### src/ramp_map.svh
// Field widths, reset values and timing counts of the frequency ramp generator
`ifndef RAMP_MAP_SVH
`define RAMP_MAP_SVH
`define RAMP_INC_W        30
`define RAMP_LEN_W        16
`define RAMP_NUM_W        34
`define RAMP_NUM_RESET    34'h000000000
`define RAMP_LEN_RESET    16'h0000
`define RAMP_CAL_CYCLES   16'h0010
`define RAMP_CAL_CNT_W    16
`endif

### src/ramp_pkg.sv
// Types shared by the frequency ramp generator
package ramp_pkg;
  `include "ramp_map.svh"
  typedef logic signed [`RAMP_NUM_W-1:0] num_t;
  typedef enum logic [3:0] {
    ST_IDLE = 4'b0001,
    ST_CAL  = 4'b0010,
    ST_RAMP = 4'b0100,
    ST_DONE = 4'b1000
  } ramp_state_e;
endpackage

### src/step_sync.sv
// Three-stage synchroniser with rising edge detect for the step pins
`timescale 1ns/1ps
module step_sync (
  input  wire logic ref_clk,
  input  wire logic rst,
  input  wire logic clk_en,
  input  wire logic pin,
  output logic      level,
  output logic      rise
);
  typedef struct packed {
    logic s1;
    logic s2;
    logic s3;
  } sync_s;
  sync_s q;
  sync_s d;

  always_comb begin
    d    = q;
    d.s1 = pin;
    d.s2 = q.s1;
    d.s3 = q.s2;
  end

  always_ff @(posedge ref_clk or posedge rst) begin
    if (rst) begin
      q <= '0;
    end else if (clk_en) begin
      q <= d;
    end
  end

  // Rise flagged while second stage is high and third stage still low
  assign level = q.s3;
  assign rise  = q.s2 & ~q.s3;
endmodule

### src/ramp_gen.sv
// Frequency ramp generator: automatic two-segment and manual pin ramping
`timescale 1ns/1ps
`include "ramp_map.svh"
// Summary of operation
// - No ramping at all unless ramp enable is one.
// - Mode 0 ramps on phase-detector clock; mode 1 on step clock rises.
// - Each ramp clock adds the segment 30-bit increment to numerator.
// - Each segment lasts its length field, up to 65535 cycles.
// - Recalibrate when numerator moved by threshold since last calibration.
// - With segment-start recalibration set, recalibrate at each segment start.
// - Controller sets denominator all ones; increments scale as 2^24.
// - Numerator clamped between signed low and high limits.
// - Step clock rising edges are synchronised before stepping.
// - Step edges during calibration are discarded.
// - Manual step adds segment0 increment if direction low, else segment1.
// - Automatic mode runs up to two linear segments unaided.
// - Automatic ramping starts when calibration trigger written as one.
module ramp_gen
  import ramp_pkg::*;
#(
  parameter int INC_W = `RAMP_INC_W,
  parameter int LEN_W = `RAMP_LEN_W,
  parameter int NUM_W = `RAMP_NUM_W,
  parameter logic [`RAMP_CAL_CNT_W-1:0] CAL_CYCLES = `RAMP_CAL_CYCLES
) (
  input  wire logic             ref_clk,
  input  wire logic             rst,
  input  wire logic             clk_en,
  input  wire logic             ramp_enable,
  input  wire logic             manual_mode,
  input  wire logic             calibration_trigger,
  input  wire logic             segment_start_recal,
  input  wire logic [INC_W-1:0] segment0_increment,
  input  wire logic [INC_W-1:0] segment1_increment,
  input  wire logic [LEN_W-1:0] segment0_length,
  input  wire logic [LEN_W-1:0] segment1_length,
  input  wire logic [NUM_W-1:0] recal_distance_threshold,
  input  wire logic [NUM_W-1:0] limit_low,
  input  wire logic [NUM_W-1:0] limit_high,
  input  wire logic [NUM_W-1:0] start_numerator,
  input  wire logic             step_clock_pin,
  input  wire logic             step_direction_pin,
  output logic      [NUM_W-1:0] numerator,
  output logic                  calibrating,
  output logic                  ramp_active,
  output logic                  active_segment,
  output logic                  step_dropped
);
  typedef struct packed {
    ramp_state_e               st;
    logic signed [NUM_W-1:0]   num;
    logic signed [NUM_W-1:0]   cal_num;
    logic [LEN_W-1:0]          len_cnt;
    logic [`RAMP_CAL_CNT_W-1:0] cal_cnt;
    logic                      seg;
    logic                      trig_prev;
    logic                      dropped;
  } ramp_s;
  ramp_s q;
  ramp_s d;

  logic step_rise;

  step_sync u_step_sync (
    .ref_clk (ref_clk),
    .rst     (rst),
    .clk_en  (clk_en),
    .pin     (step_clock_pin),
    .level   (),
    .rise    (step_rise)
  );

  // Direction is sampled only at a step; controller keeps it stable then
  logic dir_s3;

  step_sync u_dir_sync (
    .ref_clk (ref_clk),
    .rst     (rst),
    .clk_en  (clk_en),
    .pin     (step_direction_pin),
    .level   (dir_s3),
    .rise    ()
  );

  logic signed [NUM_W-1:0] inc_ext;
  logic signed [NUM_W-1:0] sum;
  logic signed [NUM_W-1:0] clamped;
  logic signed [NUM_W-1:0] moved;
  logic [NUM_W-1:0]        moved_abs;
  logic                    trig_rise;
  logic                    seg_end;
  logic [INC_W-1:0]        inc_sel;
  logic                    thr_hit;

  always_comb begin
    // Manual picks by direction, automatic by active segment
    if (manual_mode) begin
      inc_sel = dir_s3 ? segment1_increment : segment0_increment;
    end else begin
      inc_sel = q.seg ? segment1_increment : segment0_increment;
    end
    // Numerator kept in 2^24 denominator units, so no rescale needed
    inc_ext = NUM_W'(signed'(inc_sel));
    sum     = q.num + inc_ext;
    if (sum > signed'(limit_high)) begin
      clamped = signed'(limit_high);
    end else if (sum < signed'(limit_low)) begin
      clamped = signed'(limit_low);
    end else begin
      clamped = sum;
    end
    moved     = clamped - q.cal_num;
    moved_abs = moved[NUM_W-1] ? NUM_W'(-moved) : NUM_W'(moved);
    thr_hit   = (recal_distance_threshold != '0) &&
                (moved_abs >= recal_distance_threshold);
    trig_rise = calibration_trigger & ~q.trig_prev;
    seg_end   = (q.len_cnt == '0);
  end

  always_comb begin
    d           = q;
    d.trig_prev = calibration_trigger;
    d.dropped   = 1'b0;
    if (!ramp_enable) begin
      d.st = ST_IDLE;
    end else begin
      unique case (q.st)
        ST_IDLE: begin
          if (manual_mode) begin
            d.st = ST_RAMP;
          end else if (trig_rise) begin
            d.num     = signed'(start_numerator);
            d.cal_num = signed'(start_numerator);
            d.seg     = 1'b0;
            d.len_cnt = segment0_length;
            d.cal_cnt = CAL_CYCLES;
            d.st      = ST_CAL;
          end
        end
        ST_CAL: begin
          if (manual_mode && step_rise) begin
            d.dropped = 1'b1;
          end
          if (q.cal_cnt <= 1) begin
            d.cal_num = q.num;
            d.st      = ST_RAMP;
          end else begin
            d.cal_cnt = q.cal_cnt - 1'b1;
          end
        end
        ST_RAMP: begin
          if (manual_mode) begin
            if (step_rise) begin
              d.num = clamped;
              if (thr_hit || segment_start_recal) begin
                d.cal_cnt = CAL_CYCLES;
                d.st      = ST_CAL;
              end
            end
          end else if (seg_end) begin
            // Second segment ends the automatic waveform
            if (q.seg) begin
              d.st = ST_DONE;
            end else begin
              d.seg     = 1'b1;
              d.len_cnt = segment1_length;
              if (segment_start_recal) begin
                d.cal_cnt = CAL_CYCLES;
                d.st      = ST_CAL;
              end
            end
          end else begin
            d.num     = clamped;
            d.len_cnt = q.len_cnt - 1'b1;
            if (thr_hit) begin
              d.cal_cnt = CAL_CYCLES;
              d.st      = ST_CAL;
            end
          end
        end
        ST_DONE: begin
          if (manual_mode || trig_rise) begin
            d.st = ST_IDLE;
          end
        end
      endcase
    end
  end

  always_ff @(posedge ref_clk or posedge rst) begin
    if (rst) begin
      q           <= '0;
      q.st        <= ST_IDLE;
      q.num       <= `RAMP_NUM_RESET;
      q.cal_num   <= `RAMP_NUM_RESET;
      q.len_cnt   <= `RAMP_LEN_RESET;
    end else if (clk_en) begin
      q <= d;
    end
  end

  assign numerator      = q.num;
  // One-hot state bits, so these come straight from the flops
  assign calibrating    = q.st[1];
  assign ramp_active    = q.st[2];
  assign active_segment = q.seg;
  assign step_dropped   = q.dropped;
endmodule

### config.mk
export PLATFORM = sky130hd
export DESIGN_NAME = ramp_gen
export DESIGN_NICKNAME = d
export VERILOG_FILES = /design/src/ramp_pkg.sv /design/src/step_sync.sv /design/src/ramp_gen.sv
export VERILOG_INCLUDE_DIRS = /design/src
export SDC_FILE = /design/constraint.sdc
export NUM_CORES = 1
export LEC_CHECK = 0
export ABC_CLOCK_PERIOD_IN_PS = 12700
export BUFFER_PORTS_ARGS = -buffer_cell sky130_fd_sc_hd__buf_2
export CAP_MARGIN = 20
export CORE_ASPECT_RATIO = 1.75
export CORE_UTILIZATION = 45
export DETAILED_ROUTE_END_ITERATION = 8
export GPL_TIMING_DRIVEN = 0
export PLACE_DENSITY_LB_ADDON = 0.12
export SYNTH_ARGS = -nofsm -noshare
export SYNTH_HDL_FRONTEND = slang
export SYNTH_SLANG_ARGS = --single-unit
### constraint.sdc
create_clock -name ref_clk -period 12.7 [get_ports ref_clk]
set_input_delay 0.635 -clock ref_clk [delete_from_list [all_inputs] [get_ports ref_clk]]
set_output_delay 0.635 -clock ref_clk [all_outputs]
set_load 0.05 [all_outputs]
==> out/qor.yml, run 1 <==
synthesis:
  synth_cells: 2074
  syn_nets: 2485
  ys.flop_type: "dfrtp_1"
  synth_cell_types: 94
  ys_seq_elements: 113
  async_reset_ff_frac: 1.00
  ys_seq_area_frac: 0.184
  yosysWarnings: 0
  netlist_area_sq_um: 15400
  syn_avg_cell_area_sq_um: 7.43
  synth_edf_count: 0
critical_path:
  start_kind: "register"
  critPathSlowestCell: "or4_4"
  max_stage_delay_ns: 0.54
  cp_max_fo: 8
  critical_path_class: "register to register"
  cpMostUsedCell: "ha_1"
  arrival_ns: 12.70
  endpoint_kind: "register"
  required_ns: 13.02
detailed_routing:
  vias_per_cell: 5.95
  wire_per_inst_um: 22.0
  dr.first_iter.drc_count: 1121
  wirelength_um: 63000
  ant_nets: 0
  first_pass_iters: 8
  vias: 17029
  drc: 0
floorplan:
  top_level_ports: 275
  initial_core_util: 0.457
  core_area_sq_um: 33700
  die_w_um: 142
  placement_rows: 89
  dieArea_sq_um: 35000
  die_h_um: 247
finish:
  drive_gt1_frac: 0.233
  final_cell_mix: "buf_2 (283), nand2_1 (223), nor2_1 (184)"
  multi_input_area_sq_um: 11700
  n_fill_cell: 3372
  post-route-util: 0.555
  syn_to_final_growth_pct: 21.5
  regArea_sq_um: 2830
  final_common_cell: "buf_2"
  nets: 2800
sta:
  worst_slew_margin_rel: 0.332
  fmax_ghz: 0.0808
  tightest_slew_ns: 0.995
  fin_crit_sh: 0.975
  hold_viol_final: 0
  finalSetupViolCount: 0
  clock-skew-final_ns: 0.0127
  drv_slew: 0
  layout_min_cycle_time_ns: 12.38
placed_design:
  io_buffers: 274
  dp_hpwl_um: 52500
  gp_congestion: 1.10
clock_network:
  clkTransAtPathRegs_ns: 0.06
  cts_root_buf: "clkbuf_16"
  clk_latency_ns: 0.44
  h-tree-depth: 4
  cts.path.max_buffers: 2
  cts_sinks: 113
  numCtsBuffers: 17
  cts_tree: "built"
  cts-hold-fix-buffers: 0
grt:
  grt_max_degree: 81
  grt.total_usage: 0.357
  overflow: 0
  antenna_found_initial: 13
  grt_pass1_wl_um: 93100
  grt_pass1_vias: 16585
min_path:
  hold_path.class: "input port to async pin"
run:
  maxCapViolCount: 0
run_status:
  outcome: "finished clean"
registers in the layout (all words and copies together) (netlist names):
name / count
u_step_sync.level: 1
q: 69
ramp_active: 1
step_dropped: 1
u_dir_sync.d: 2
u_dir_sync.level: 1
active_segment: 1
numerator: 34
u_step_sync.d: 2
calibrating: 1
worst paths after layout:
| kind | start | to | slack (ns) | cells after the start |
|---|---|---|---|---|
| setup / recovery | active_segment$_DFFE_PP0P_ | calibrating$_DFFE_PP0P_ | 0.32 | 46 |
| hold / removal | rst | q[11]$_DFFE_PP0P_ | 0.17 | 2 |
| setup reg to reg | active_segment$_DFFE_PP0P_ | calibrating$_DFFE_PP0P_ | 0.32 | 46 |
| hold reg to reg | q[33]$_DFFE_PP0P_ | q[33]$_DFFE_PP0P_ | 0.51 | 2 |
| max in group asynchronous | rst | q[46]$_DFFE_PP0P_ | 11.77 | 3 |
| min in group ref_clk | step_clock_pin | u_step_sync.d[1]$_DFFE_PP0P_ | 0.43 | 2 |
cell type report:
cell class,instances,share of cell area
buffer,130,0.0399
sequential,113,0.151
inverter,175,0.0353
clock buffer,18,0.0229
tap,455,0.0304
clock inverter,14,0.00702
timing repair buffer,300,0.0850
multi-input combinational,1652,0.627
antenna,6,0.000802
synth_stat cells, types with 7 or more instances:
cell type,n,area [sq um]
inv_1,175,657
ha_1,172,2150
a211o_1,7,61.3
nand2_1,223,837
or3_1,28,175
nor2b_1,13,81.3
xnor2_1,50,438
and3_1,24,150
o31ai_1,9,67.6
buf_4,37,278
o211a_1,7,70.1
a21boi_0,7,52.6
nand4_1,24,150
o21bai_1,9,67.6
a31oi_1,54,338
mux2_2,39,439
a22oi_1,7,52.6
nor3_1,52,260
a21oi_1,164,821
mux2i_1,44,440
a211oi_1,21,158
o221ai_1,7,61.3
dfrtp_1,112,2800
and2_1,12,75.1
nand3_1,44,220
o21a_1,16,120
xor2_1,34,298
nor4_1,28,175
a21o_1,55,413
nor3b_1,8,60.1
nand2b_1,16,100
o21ai_0,114,571
a2111oi_0,7,61.3
and4_1,9,78.8
o211ai_1,19,143
a221oi_1,14,123
or2_2,15,93.8
nor2_1,184,691
buf_2,8,40.0
clkbuf_1,84,315
cells by family after synthesis:
kind of cell / Yosys count / synth area share
AOI/OAI and AO/OA: 598 / 0.260
xor gates and xnor gates: 84 / 0.0478
adders and majority gates: 174 / 0.142
buffers and inverters: 309 / 0.0864
DFF: 113 / 0.184
muxes: 83 / 0.0571
and+or+nand+nor: 713 / 0.223
layer usage:
metal,track usage,part of all wire
met5,0,0.0016
met4,0.291,0.082
met2,0.627,0.50
met3,0.0575,0.050
met1,0.373,0.37
critical path: cells and delay by family (launching register included):
family	cells	cell delay [ns]
and+or+nand+nor	6	2.39
DFF	1	0.46
AOI/OAI and AO/OA	25	5.54
muxes	3	0.91
xor gates and xnor gates	1	0.22
adders and majority gates	5	1.64
buffers and inverters	6	1.04
metrics by stage:
stage | setup TNS, ns | cell area, sq um | setup slack [ns] | instances | hold WS, ns
finish | 0 | 18700 | 0.323 | 2863 | 0.172
global route | -0.383 | 18700 | -0.0789 | 2861 | 0.197
CTS | 0 | 18300 | 0.000355 | 2845 | 0.183
detailed placement | -86.35 | 17400 | -4.74 | 2806 | 0.490
global placement | -91.50 | 17300 | -4.99 | 2803 | 0.482
floorplan | 0 | 15400 | 0.165 | 2074 | 0.461
what timing repair did:
action,in CTS,in global routing
buffers inserted,10,13
endpoints found under the setup margin,19,19
resized for setup,76,86
pin swaps,9,19
Power of run 1 is left out: the tool's default activity adds up to more than one toggle a clock period on the data nets, which glitch-free logic cannot reach.
==> run 2, diff against run 1 <==
--- a/config.mk
+++ b/config.mk
@@ -6,7 +6,7 @@
 export SDC_FILE = /design/constraint.sdc
 export NUM_CORES = 1
 export LEC_CHECK = 0
-export ABC_CLOCK_PERIOD_IN_PS = 12700
+export ABC_CLOCK_PERIOD_IN_PS = 12400
 export BUFFER_PORTS_ARGS = -buffer_cell sky130_fd_sc_hd__buf_2
 export CAP_MARGIN = 20
 export CORE_ASPECT_RATIO = 1.75
@@ -14,6 +14,7 @@
 export DETAILED_ROUTE_END_ITERATION = 8
 export GPL_TIMING_DRIVEN = 0
 export PLACE_DENSITY_LB_ADDON = 0.12
+export REMOVE_ABC_BUFFERS = 1
 export SYNTH_ARGS = -nofsm -noshare
 export SYNTH_HDL_FRONTEND = slang
 export SYNTH_SLANG_ARGS = --single-unit
==> constraint.sdc (replaced) <==
create_clock -name ref_clk -period 12.4 [get_ports ref_clk]
set_input_delay 0.62 -clock ref_clk [delete_from_list [all_inputs] [get_ports ref_clk]]
set_output_delay 0.62 -clock ref_clk [all_outputs]
set_load 0.05 [all_outputs]
==> run 2 against run 1 <==
Compared with the run above:
- setup slack gained 0.0018 ns
- core utilization shrank 1.5 points
- clock skew is 0.0025 ns lower
- global-route usage decreased by 5.2 points
- non-clock buffer count decreased by 115
- design area shrank 2.7%
- via count fell by 5.1%
- critical endpoint unchanged
- register-to-register slack better by 0.02 ns
- critical path depth did not move
- largest cell class unchanged
==> out/qor.yml, run 2 (synthesis gave the netlist of run 1 again) <==
critical_path:
  cpMostUsedCell: "ha_1"
  r2r-start: "active_segment$_DFFE_PP0P_"
  arrival_ns: 12.40
  crit_end: "calibrating$_DFFE_PP0P_"
  regToRegEndpoint: "calibrating$_DFFE_PP0P_"
  rrSetupSlack_ns: 0.34
  critical_path_class: "input port to register"
  start_kind: "input port"
  rr_worst_depth: 45
  endpoint_kind: "register"
  required_ns: 12.73
  cp_max_fo: 20
  critPathSlowestCell: "or4_4"
  startpoint: "manual_mode"
  max_stage_delay_ns: 0.59
sta:
  whs_ns: 0.173
  worst_slew_margin_rel: 0.320
  drv_slew: 0
  fmax_ghz: 0.0828
  fin_setup_tns_ns: 0
  hold_viol_final: 0
  fin_crit_sh: 0.974
  finalSetupViolCount: 0
  tightest_slew_ns: 1.02
  layout_min_cycle_time_ns: 12.07
  clock-skew-final_ns: 0.0103
finish:
  final_cell_area_sq_um: 18200
  largest_register_ffs: 69
  final_cell_mix: "buf_2 (273), nand2_1 (221), nor2_1 (184)"
  syn_to_final_growth_pct: 18.3
  final_common_cell: "buf_2"
  regMostFlops: "q"
  nets: 2687
  post-route-util: 0.540
  drive_gt1_frac: 0.215
detailed_routing:
  drc: 0
  wire_per_inst_um: 19.7
  dr.first_iter.drc_count: 891
  wirelength_um: 54200
  first_pass_iters: 5
  ant_nets: 0
  vias_per_cell: 5.87
  vias: 16154
min_path:
  hold_path.class: "input port to async pin"
floorplan:
  initial_core_util: 0.457
  die_w_um: 142
  top_level_ports: 275
  die_h_um: 247
  dieArea_sq_um: 35000
  placement_rows: 89
  core_area_sq_um: 33700
grt:
  grt_max_degree: 78
  grt.total_usage: 0.305
  antenna_found_initial: 7
  grt_pass1_vias: 15636
  grt_pass1_wl_um: 81800
  overflow: 0
placed_design:
  dp_hpwl_um: 43000
  placed_area_sq_um: 17100
  gp_congestion: 0.970
  io_buffers: 274
clock_network:
  cts_tree: "built"
  clkTransAtPathRegs_ns: 0.06
  clk_latency_ns: 0.45
  cts_sinks: 113
  cts_root_buf: "clkbuf_16"
  numCtsBuffers: 17
  h-tree-depth: 4
  cts-hold-fix-buffers: 0
  cts.path.max_buffers: 2
run_status:
  outcome: "finished clean"
run:
  maxCapViolCount: 0
## run 2: critical path: cells and delay by family
family | cells | cell delay, ns
fa+ha+maj | 6 | 1.86
xor+xnor | 1 | 0.21
simple gates | 6 | 2.15
compound gates | 26 | 5.89
buf+inv | 4 | 0.64
mux | 3 | 0.92
## run 2: layer usage
metal | up-vias | wire length [um] | track usage
li1 | 7872 | - | -
met1 | 7599 | 20000 | 0.314
met2 | 524 | 28500 | 0.579
met3 | 155 | 2320 | 0.0341
met4 | 4 | 3330 | 0.190
met5 | - | 29 | 0
## run 2: final cells by class
class,instances,area [sq um]
tap,455,569
antenna,7,17.5
multi-input combinational,1654,11700
timing repair buffer,315,1880
inverter,175,662
clock inverter,11,129
sequential,113,2830
fill,3309,15500
clock buffer,21,470
## run 2: what timing repair did
action | CTS | global route
endpoints found under the setup margin | 19 | 19
resized for setup | 25 | 47
gates cloned | 0 | 3
endpoints found under the hold margin | 0 | 0
setup buffers | 11 | 11
pin swaps | 3 | 14
## run 2: worst min path at each step
stage / to / depth (start not counted) / slack (ns)
finish: q[25]$_DFFE_PP0P_ / 2 / 0.17
CTS: q[25]$_DFFE_PP0P_ / 2 / 0.18
floorplan: q[28]$_DFFE_PP0P_ / 2 / 0.46
global placement: q[34]$_DFFE_PP0P_ / 2 / 0.48
global route: q[24]$_DFFE_PP0P_ / 2 / 0.20
detailed placement: q[1]$_DFFE_PP0P_ / 1 / 0.49
## run 2: stage by stage
step,setup WS [ns],std cells
after floorplan,-1.64,1940
after global placement,-7.92,2669
after detailed placement,-3.03,2687
after global routing,-0.126,2747
after CTS,0.0168,2730
final,0.325,2751
Power of run 2 is left out for the same reason.
